--- src/rtl/fmx_defines.svh ---
// front end control constants: register offsets, field positions, power-up values, codes
// assumes a byte-addressed register bus with one 32-bit word per register
`ifndef FMX_DEFINES_SVH
`define FMX_DEFINES_SVH

// ==========================================
// register byte offsets
`define FMX_OFF_CHAN_SEL 8'h00
`define FMX_OFF_ATTEN 8'h04
`define FMX_OFF_COLD_JUNC 8'h08
`define FMX_OFF_EXCITE 8'h0C
`define FMX_OFF_GP_OUT 8'h10
`define FMX_OFF_GP_IN 8'h14

// ==========================================
// field widths and positions
`define FMX_CHAN_W 3
`define FMX_NUM_INPUTS 4
`define FMX_NUM_EXCITE 4
`define FMX_EXCITE_MODE_W 2
`define FMX_GP_W 4
`define FMX_COLD_JUNC_EN_BIT 0
// outputs below this index may use the high-level excitation
`define FMX_HIGH_LEVEL_OUTPUTS 2

// ==========================================
// power-up values (not touched by rst)
`define FMX_PU_CHAN_SEL 3'h0
`define FMX_PU_ATTEN 4'h0
`define FMX_PU_COLD_JUNC 1'h0
`define FMX_PU_EXCITE 8'h00
`define FMX_PU_GP_OUT 4'h0

// ==========================================
// channel select codes
`define FMX_CH_GND_SENSE 3'h4
`define FMX_CH_DIE_TEMP 3'h5
`define FMX_CH_COLD_JUNC 3'h6
`define FMX_CH_VREF 3'h7

// ==========================================
// excitation mode codes
`define FMX_EXC_OFF 2'h0
`define FMX_EXC_POS_DETECT 2'h1
`define FMX_EXC_NEG_DETECT 2'h2
`define FMX_EXC_HIGH_LEVEL 2'h3

// ==========================================
// bus responses
`define FMX_RESP_OKAY 2'h0
`define FMX_RESP_SLVERR 2'h2

`endif

--- src/rtl/fmx_pkg.sv ---
// types shared by the front end control block
// assumes fmx_defines.svh sits on the include path
`include "fmx_defines.svh"

package fmx_pkg;
  typedef logic [`FMX_EXCITE_MODE_W-1:0] fmx_excite_mode_t;
  typedef logic [`FMX_CHAN_W-1:0] fmx_chan_t;
  typedef logic [1:0] fmx_resp_t;
endpackage

--- src/rtl/fmx_axil_slave.sv ---
// axi4-lite slave front: turns bus transfers into one-cycle register strobes
// assumes a register file that decodes wr_addr/rd_addr combinationally
`timescale 1ns/100ps
`default_nettype none
`include "fmx_defines.svh"

module fmx_axil_slave
  import fmx_pkg::*;
#(
  parameter int ADDR_W = 8
) (
  input wire logic clock,
  input wire logic rst,
  input wire logic [ADDR_W-1:0] s_axi_awaddr,
  input wire logic s_axi_awvalid,
  output logic s_axi_awready,
  input wire logic [31:0] s_axi_wdata,
  input wire logic [3:0] s_axi_wstrb,
  input wire logic s_axi_wvalid,
  output logic s_axi_wready,
  output logic [1:0] s_axi_bresp,
  output logic s_axi_bvalid,
  input wire logic s_axi_bready,
  input wire logic [ADDR_W-1:0] s_axi_araddr,
  input wire logic s_axi_arvalid,
  output logic s_axi_arready,
  output logic [31:0] s_axi_rdata,
  output logic [1:0] s_axi_rresp,
  output logic s_axi_rvalid,
  input wire logic s_axi_rready,
  output logic wr_en,
  output logic [ADDR_W-1:0] wr_addr,
  output logic [31:0] wr_data,
  output logic [3:0] wr_strb,
  input wire logic wr_ok,
  output logic [ADDR_W-1:0] rd_addr,
  input wire logic [31:0] rd_data,
  input wire logic rd_ok
);
  logic aw_have_q;
  logic w_have_q;
  logic [ADDR_W-1:0] awaddr_q;
  logic [31:0] wdata_q;
  logic [3:0] wstrb_q;
  logic bvalid_q;
  fmx_resp_t bresp_q;
  logic rvalid_q;
  fmx_resp_t rresp_q;
  logic [31:0] rdata_q;
  wire aw_take;
  wire w_take;
  wire ar_take;

  // ==========================================
  // write path: address and data may come in either order
  // no new address or data is taken until the response has gone
  assign s_axi_awready = !aw_have_q && !bvalid_q;
  assign s_axi_wready = !w_have_q && !bvalid_q;
  assign aw_take = s_axi_awvalid && s_axi_awready;
  assign w_take = s_axi_wvalid && s_axi_wready;
  assign wr_en = aw_have_q && w_have_q;
  assign wr_addr = awaddr_q;
  assign wr_data = wdata_q;
  assign wr_strb = wstrb_q;
  assign s_axi_bvalid = bvalid_q;
  assign s_axi_bresp = bresp_q;

  always_ff @(posedge clock) begin
    if (rst) begin
      aw_have_q <= 1'b0;
      w_have_q <= 1'b0;
      bvalid_q <= 1'b0;
      bresp_q <= `FMX_RESP_OKAY;
    end else begin
      if (aw_take) aw_have_q <= 1'b1;
      if (w_take) w_have_q <= 1'b1;
      if (wr_en) begin
        aw_have_q <= 1'b0;
        w_have_q <= 1'b0;
        bvalid_q <= 1'b1;
        bresp_q <= wr_ok ? `FMX_RESP_OKAY : `FMX_RESP_SLVERR;
      end else if (s_axi_bready) begin
        bvalid_q <= 1'b0;
      end
    end
  end

  always_ff @(posedge clock) begin
    if (rst) begin
      awaddr_q <= '0;
      wdata_q <= 32'h0000_0000;
      wstrb_q <= 4'h0;
    end else begin
      if (aw_take) awaddr_q <= s_axi_awaddr;
      if (w_take) wdata_q <= s_axi_wdata;
      if (w_take) wstrb_q <= s_axi_wstrb;
    end
  end

  // ==========================================
  // read path: data is sampled at the address handshake
  assign s_axi_arready = !rvalid_q;
  assign ar_take = s_axi_arvalid && s_axi_arready;
  assign rd_addr = s_axi_araddr;
  assign s_axi_rvalid = rvalid_q;
  assign s_axi_rresp = rresp_q;
  assign s_axi_rdata = rdata_q;

  always_ff @(posedge clock) begin
    if (rst) begin
      rvalid_q <= 1'b0;
      rresp_q <= `FMX_RESP_OKAY;
      rdata_q <= 32'h0000_0000;
    end else if (ar_take) begin
      rvalid_q <= 1'b1;
      rresp_q <= rd_ok ? `FMX_RESP_OKAY : `FMX_RESP_SLVERR;
      rdata_q <= rd_ok ? rd_data : 32'h0000_0000;
    end else if (s_axi_rready) begin
      rvalid_q <= 1'b0;
    end
  end
endmodule

`default_nettype wire

--- src/rtl/fmx_frontend_ctrl.sv ---
// front end switch control: input multiplexer, attenuators, cold junction
// excitation, four excitation sources, general purpose i/o, clock copy
// assumes one 50 mhz clock, synchronous active-high rst, axi4-lite master
//
// Contract
// - three-bit code selects one of eight inputs
// - per-input setting switches in the 4:1 attenuator
// - enable connects cold junction excitation resistor
// - two-bit code: off, source, sink, high-level
// - separate writable mode code per excitation output
// - high-level mode only on outputs zero, one
// - four host-written outputs, four host-read inputs
// - clock output carries continuous copy of clock
// - configuration survives rst; only writes change it
`timescale 1ns/100ps
`default_nettype none
`include "fmx_defines.svh"

module fmx_frontend_ctrl
  import fmx_pkg::*;
#(
  parameter int ADDR_W = 8,
  parameter int NUM_INPUTS = `FMX_NUM_INPUTS,
  parameter int NUM_EXCITE = `FMX_NUM_EXCITE,
  parameter int GP_W = `FMX_GP_W
) (
  input wire logic clock,
  input wire logic rst,
  input wire logic [ADDR_W-1:0] s_axi_awaddr,
  input wire logic s_axi_awvalid,
  output logic s_axi_awready,
  input wire logic [31:0] s_axi_wdata,
  input wire logic [3:0] s_axi_wstrb,
  input wire logic s_axi_wvalid,
  output logic s_axi_wready,
  output logic [1:0] s_axi_bresp,
  output logic s_axi_bvalid,
  input wire logic s_axi_bready,
  input wire logic [ADDR_W-1:0] s_axi_araddr,
  input wire logic s_axi_arvalid,
  output logic s_axi_arready,
  output logic [31:0] s_axi_rdata,
  output logic [1:0] s_axi_rresp,
  output logic s_axi_rvalid,
  input wire logic s_axi_rready,
  output logic chan_sel_bit2,
  output logic chan_sel_bit1,
  output logic chan_sel_bit0,
  output logic [NUM_INPUTS-1:0] analog_in_sel,
  output logic gnd_sense_sel,
  output logic die_temp_sensor_sel,
  output logic cold_junction_in_sel,
  output logic vref_sel,
  output logic [NUM_INPUTS-1:0] attenuator_switch,
  output logic cold_junction_excite_en,
  output logic [NUM_EXCITE-1:0] excite_source_pos,
  output logic [NUM_EXCITE-1:0] excite_sink_neg,
  output logic [NUM_EXCITE-1:0] excite_high_level,
  output logic [GP_W-1:0] gp_outputs,
  input wire logic [GP_W-1:0] gp_inputs,
  output logic clock_buffer_out
);
  localparam int EXC_BITS = NUM_EXCITE * `FMX_EXCITE_MODE_W;

  logic wr_en;
  logic [ADDR_W-1:0] wr_addr;
  logic [31:0] wr_data;
  logic [3:0] wr_strb;
  logic [ADDR_W-1:0] rd_addr;
  logic [31:0] rd_data;
  logic wr_ok;
  logic rd_ok;

  // ==========================================
  // bus front
  fmx_axil_slave #(
    .ADDR_W(ADDR_W)
  ) u_bus (
    .clock(clock),
    .rst(rst),
    .s_axi_awaddr(s_axi_awaddr),
    .s_axi_awvalid(s_axi_awvalid),
    .s_axi_awready(s_axi_awready),
    .s_axi_wdata(s_axi_wdata),
    .s_axi_wstrb(s_axi_wstrb),
    .s_axi_wvalid(s_axi_wvalid),
    .s_axi_wready(s_axi_wready),
    .s_axi_bresp(s_axi_bresp),
    .s_axi_bvalid(s_axi_bvalid),
    .s_axi_bready(s_axi_bready),
    .s_axi_araddr(s_axi_araddr),
    .s_axi_arvalid(s_axi_arvalid),
    .s_axi_arready(s_axi_arready),
    .s_axi_rdata(s_axi_rdata),
    .s_axi_rresp(s_axi_rresp),
    .s_axi_rvalid(s_axi_rvalid),
    .s_axi_rready(s_axi_rready),
    .wr_en(wr_en),
    .wr_addr(wr_addr),
    .wr_data(wr_data),
    .wr_strb(wr_strb),
    .wr_ok(wr_ok),
    .rd_addr(rd_addr),
    .rd_data(rd_data),
    .rd_ok(rd_ok)
  );

  // ==========================================
  // write decode; all fields live in byte lane 0
  wire [ADDR_W-1:0] wa = {wr_addr[ADDR_W-1:2], 2'b00};
  wire hit_w_chan = (wa == ADDR_W'(`FMX_OFF_CHAN_SEL));
  wire hit_w_atten = (wa == ADDR_W'(`FMX_OFF_ATTEN));
  wire hit_w_cold = (wa == ADDR_W'(`FMX_OFF_COLD_JUNC));
  wire hit_w_excite = (wa == ADDR_W'(`FMX_OFF_EXCITE));
  wire hit_w_gpo = (wa == ADDR_W'(`FMX_OFF_GP_OUT));
  wire hit_w_gpi = (wa == ADDR_W'(`FMX_OFF_GP_IN));
  // the input register is read-only; a write there is accepted and dropped
  assign wr_ok = hit_w_chan | hit_w_atten | hit_w_cold | hit_w_excite | hit_w_gpo | hit_w_gpi;
  wire lane0 = wr_en && wr_strb[0];

  // ==========================================
  // configuration store
  // no rst branch on purpose: a logic reset must not disturb the analog
  // setup; the declared values only define the state at power-up
  fmx_chan_t chan_sel_q = `FMX_PU_CHAN_SEL;
  logic [NUM_INPUTS-1:0] atten_q = NUM_INPUTS'(`FMX_PU_ATTEN);
  logic cold_en_q = `FMX_PU_COLD_JUNC;
  logic [EXC_BITS-1:0] excite_q = EXC_BITS'(`FMX_PU_EXCITE);
  logic [GP_W-1:0] gpo_q = GP_W'(`FMX_PU_GP_OUT);
  logic [EXC_BITS-1:0] excite_d;

  always_ff @(posedge clock) begin
    if (lane0 && hit_w_chan) chan_sel_q <= wr_data[`FMX_CHAN_W-1:0];
    if (lane0 && hit_w_atten) atten_q <= wr_data[NUM_INPUTS-1:0];
    if (lane0 && hit_w_cold) cold_en_q <= wr_data[`FMX_COLD_JUNC_EN_BIT];
    if (lane0 && hit_w_excite) excite_q <= excite_d;
    if (lane0 && hit_w_gpo) gpo_q <= wr_data[GP_W-1:0];
  end

  // ==========================================
  // excitation sources, one slice per output
  genvar gi;
  generate
    for (gi = 0; gi < NUM_EXCITE; gi++) begin : g_excite
      localparam int LO = gi * `FMX_EXCITE_MODE_W;
      wire fmx_excite_mode_t req = wr_data[LO +: `FMX_EXCITE_MODE_W];
      wire fmx_excite_mode_t mode = excite_q[LO +: `FMX_EXCITE_MODE_W];
      // outputs without the high-level source store off instead of it
      if (gi < `FMX_HIGH_LEVEL_OUTPUTS) begin : g_full
        assign excite_d[LO +: `FMX_EXCITE_MODE_W] = req;
      end else begin : g_detect_only
        assign excite_d[LO +: `FMX_EXCITE_MODE_W] =
          (req == `FMX_EXC_HIGH_LEVEL) ? `FMX_EXC_OFF : req;
      end
      assign excite_source_pos[gi] = (mode == `FMX_EXC_POS_DETECT);
      assign excite_sink_neg[gi] = (mode == `FMX_EXC_NEG_DETECT);
      assign excite_high_level[gi] = (mode == `FMX_EXC_HIGH_LEVEL);
    end
  endgenerate

  // ==========================================
  // multiplexer and switch decode straight from the stored fields
  assign chan_sel_bit2 = chan_sel_q[2];
  assign chan_sel_bit1 = chan_sel_q[1];
  assign chan_sel_bit0 = chan_sel_q[0];
  generate
    for (gi = 0; gi < NUM_INPUTS; gi++) begin : g_inputs
      assign analog_in_sel[gi] = (chan_sel_q == `FMX_CHAN_W'(gi));
    end
  endgenerate
  assign gnd_sense_sel = (chan_sel_q == `FMX_CH_GND_SENSE);
  assign die_temp_sensor_sel = (chan_sel_q == `FMX_CH_DIE_TEMP);
  assign cold_junction_in_sel = (chan_sel_q == `FMX_CH_COLD_JUNC);
  assign vref_sel = (chan_sel_q == `FMX_CH_VREF);
  assign attenuator_switch = atten_q;
  assign cold_junction_excite_en = cold_en_q;
  assign gp_outputs = gpo_q;

  // ==========================================
  // general purpose inputs: three-stage synchroniser, the stable value
  // updates only when the second and third stages agree
  logic [GP_W-1:0] gpi_s1_q;
  logic [GP_W-1:0] gpi_s2_q;
  logic [GP_W-1:0] gpi_s3_q;
  logic [GP_W-1:0] gpi_q;
  wire [GP_W-1:0] gpi_agree = ~(gpi_s2_q ^ gpi_s3_q);
  wire [GP_W-1:0] gpi_d = (gpi_agree & gpi_s3_q) | (~gpi_agree & gpi_q);

  always_ff @(posedge clock) begin
    if (rst) begin
      gpi_s1_q <= '0;
      gpi_s2_q <= '0;
      gpi_s3_q <= '0;
      gpi_q <= '0;
    end else begin
      gpi_s1_q <= gp_inputs;
      gpi_s2_q <= gpi_s1_q;
      gpi_s3_q <= gpi_s2_q;
      gpi_q <= gpi_d;
    end
  end

  // ==========================================
  // read mux
  wire [ADDR_W-1:0] ra = {rd_addr[ADDR_W-1:2], 2'b00};
  wire hit_r_chan = (ra == ADDR_W'(`FMX_OFF_CHAN_SEL));
  wire hit_r_atten = (ra == ADDR_W'(`FMX_OFF_ATTEN));
  wire hit_r_cold = (ra == ADDR_W'(`FMX_OFF_COLD_JUNC));
  wire hit_r_excite = (ra == ADDR_W'(`FMX_OFF_EXCITE));
  wire hit_r_gpo = (ra == ADDR_W'(`FMX_OFF_GP_OUT));
  wire hit_r_gpi = (ra == ADDR_W'(`FMX_OFF_GP_IN));
  assign rd_ok = hit_r_chan | hit_r_atten | hit_r_cold | hit_r_excite | hit_r_gpo | hit_r_gpi;
  assign rd_data =
    ({32{hit_r_chan}} & 32'(chan_sel_q)) |
    ({32{hit_r_atten}} & 32'(atten_q)) |
    ({32{hit_r_cold}} & 32'(cold_en_q)) |
    ({32{hit_r_excite}} & 32'(excite_q)) |
    ({32{hit_r_gpo}} & 32'(gpo_q)) |
    ({32{hit_r_gpi}} & 32'(gpi_q));

  // ==========================================
  // clock copy: a straight buffer so the host sees the full rate; it is
  // not retimed, so edge alignment to internal logic is only a wire delay
  assign clock_buffer_out = clock;
endmodule

`default_nettype wire

--- config.mk ---
export PLATFORM = sky130hd
export DESIGN_NAME = fmx_frontend_ctrl
export DESIGN_NICKNAME = d
export VERILOG_FILES = /design/src/rtl/fmx_pkg.sv /design/src/rtl/fmx_axil_slave.sv /design/src/rtl/fmx_frontend_ctrl.sv
export VERILOG_INCLUDE_DIRS = /design/src /design/src/rtl
export SDC_FILE = /design/constraint.sdc
export NUM_CORES = 1
export LEC_CHECK = 0
export ABC_AREA = 1
export BUFFER_PORTS_ARGS = -buffer_cell sky130_fd_sc_hd__buf_2
export CORE_MARGIN = 1
export CORE_UTILIZATION = 45
export DETAILED_ROUTE_END_ITERATION = 6
export PLACE_DENSITY = 0.7
export RECOVER_POWER = 25
export SYNTH_ARGS = -nofsm -noshare
export SYNTH_HDL_FRONTEND = slang
export SYNTH_HIERARCHICAL = 1
export SYNTH_SLANG_ARGS = --single-unit
--- constraint.sdc ---
create_clock -name clock -period 2.1 [get_ports clock]
set_input_delay 0.105 -clock clock [delete_from_list [all_inputs] [get_ports clock]]
set_output_delay 0.105 -clock clock [all_outputs]
set_load 0.05 [all_outputs]
==> impl_metrics.toml <==
[setup_path]
crit_slowest_cell = "nor2_1"
timing.critical_path.arrival_ps = 1610
path_delay_family = "simple AND/OR/NAND/NOR gates"
timing.critical_path.cells = "nor2_1, buf_2"
worst_setup_path_end_kind = "output port"
critical_path_required_ps = 2000
worst-setup-path-type = "reg -> out"
crit_buf_inv = 1
maximum_single_stage_delay_on_the_critical_path_ps = 430
crit_path_max_fanout = 8
critPathLaunchType = "flip-flop"

[timing]
slew_violations = 0
timing.setup.tns_ps = 0
timing_worst_slew_pin_value_ps = 748.0
maximum_frequency_from_static_timing_analysis_ghz = 0.5843
final-hold-violation-count = 0
post-route-period-util = 0.8149
rsz0062_at_grt = "false"
fin_worst_hold_slack_ps = 49.60
timing.slew.headroom = 0.5013
finClkSkew_ps = 6.266
finalWorstPathRequiredPeriod_ps = 1711
finalSetupViolations = 0

[flow_run]
drv.max_cap_violation_count = 0

[global_route]
grt_start_max_net_pins = 36
wire_length_of_the_first_global_routing_pass_um = 15070
grt-busiest-layer = "met2"
grt_usage = 0.1969
first_global_vias = 3404
grtUsageMet3 = 0.04964
globalRoute.totalOverflow = 0
antenna_found_initial = 0
grt.met1_usage = 0.2259
met2_usage = 0.3507

[pwr]
comb_power_share = 0.168
cellLeakagePower_nw = 2.697
sw_pwr_mw = 1.253
power_per_cell_area_mw_per_mm2 = 773.4
cell_internal_pwr_mw = 2.741
vdd.ir_drop.worst_mv = 0.6794
switching_share = 0.3137
seq_power_share = 0.475
power.share.clock = 0.357

[final_layout]
n_fill_cell = 853
final_net_count = 780
layout_cells_sized_above_1 = 0.1925
layout_commonest_cell = "nand2_1"
final_core_utilization = 0.5892
most-common-layout-cells = "nand2_1, nor2_1, buf_2, inv_1, dfxtp_1"
insertedDiodeCount = 0
area_growth_pct = 25.71

[die]
fp.coreArea_mm2 = 0.008763
die-area_mm2 = 0.009514
dieWidth_um = 97.54
core.rowCount = 34
chipHeight_um = 97.54
top_level_ports = 137
floorplan.initialDensity = 0.4687

[routing]
via_per_inst = 4.408
avgRoutedWirePerCell_um = 10.69
wl_um = 8873
via_count = 3659
drt_drc_violations_left = 0
detail-route-antenna-nets = 0
drt_iter0_markers = 100
drt_pre_antenna_iters = 4

[clock_network]
cts_tree = "yes"
clk_latency_ps = 460
worst_setup_hold_path_clk_slew_ps = 90
cts_setup_buffers = 0

[yosys]
syn-cell-area_mm2 = 0.004108
synth_warnings = 6
synthesis.area_per_instance_um2 = 6.998
postSynthCellCount = 587

[worst_hold_path]
min-delay-path-class = "in -> reg"

[place]
hpwl_um = 6331
globalplace.congestion = 0.8828
port-buffer-count = 103

[run_status]
run_status = "finished clean"
[power groups by stage]
stage | logic, mW | clock network [mW] | registers, mW
detailed placement | 0.635 | 0.0908 | 1.94
floorplan | 0.369 | 0.103 | 2.09
global placement | 0.625 | 0.0908 | 1.93
finish | 0.670 | 1.43 | 1.90
CTS | 0.674 | 1.47 | 1.90
global route | 0.744 | 1.55 | 1.91
[worst reg2reg max path, stage by stage (launching register included)]
cell,delay [ps]
dfxtp_1,380
nand2_1,100
inv_1,100
nand2_1,80
nor2_1,80
nand3_1,130
nor3_1,450
[sequential cells by signal (all words and copies together) (netlist names), named ones only]
signal / cells
u_bus/s_axi_rdata: 32
excite_q: 8
u_bus/wr_data: 8
u_bus/wr_addr: 6
attenuator_switch: 4
gp_outputs: 4
gpi_s1_q: 4
gpi_s2_q: 4
gpi_s3_q: 4
chan_sel_q: 3
cold_junction_excite_en: 1
u_bus/aw_have_q: 1
u_bus/s_axi_bresp: 1
u_bus/s_axi_bvalid: 1
u_bus/s_axi_rresp: 1
u_bus/s_axi_rvalid: 1
u_bus/w_have_q: 1
u_bus/wr_strb: 1
[final cells by class]
type / instances / area, um^2 / share of cell area
inverters: 95 / 356.6 / 0.06906
well taps: 108 / 135.1 / 0.02617
repair buffers: 135 / 825.8 / 0.1599
multi-input cells: 383 / 1615 / 0.3128
clock buffers: 13 / 170.2 / 0.03295
clock inverters: 7 / 78.83 / 0.01527
flip-flops and latches: 89 / 1982 / 0.3838
[timing repair]
action,4_1_cts,5_1_grt
hold buffers,26,0
hold endpoints to repair,26,0
resized for setup,0,0
[per-stage QoR]
step	instance area (um^2)	cells	setup WS, ps	power (mW)
6_report	5164	830	388.6	3.993
5_1_grt	5164	830	242.6	4.204
4_1_cts	5174	830	394.2	4.040
3_5_place_dp	4669	785	459.0	2.664
3_3_place_gp	4669	785	482.2	2.650
2_1_floorplan	4198	611	1.288	2.564
[per-layer routing]
layer,part of all wire,vias to the layer above
li1,-,1968
met1,0.45,1603
met2,0.49,78
met3,0.044,10
met4,0.014,0
met5,0,-
[final timing paths]
check / slack (ps) / startpoint / to / cells after the start
hold reg to reg: 410 / gpi_s1_q[1]$_SDFF_PP0_ / gpi_s2_q[1]$_SDFF_PP0_ / 2
setup / recovery: 390 / u_bus/s_axi_bvalid$_SDFFE_PP0P_ / s_axi_wready / 2
setup reg to reg: 420 / u_bus/aw_have_q$_SDFFE_PP0P_ / attenuator_switch[0]$_DFFE_PP_ / 6
hold / removal: 50 / s_axi_awvalid / u_bus/aw_have_q$_SDFFE_PP0P_ / 3
Power figures use the tool's default switching activity.
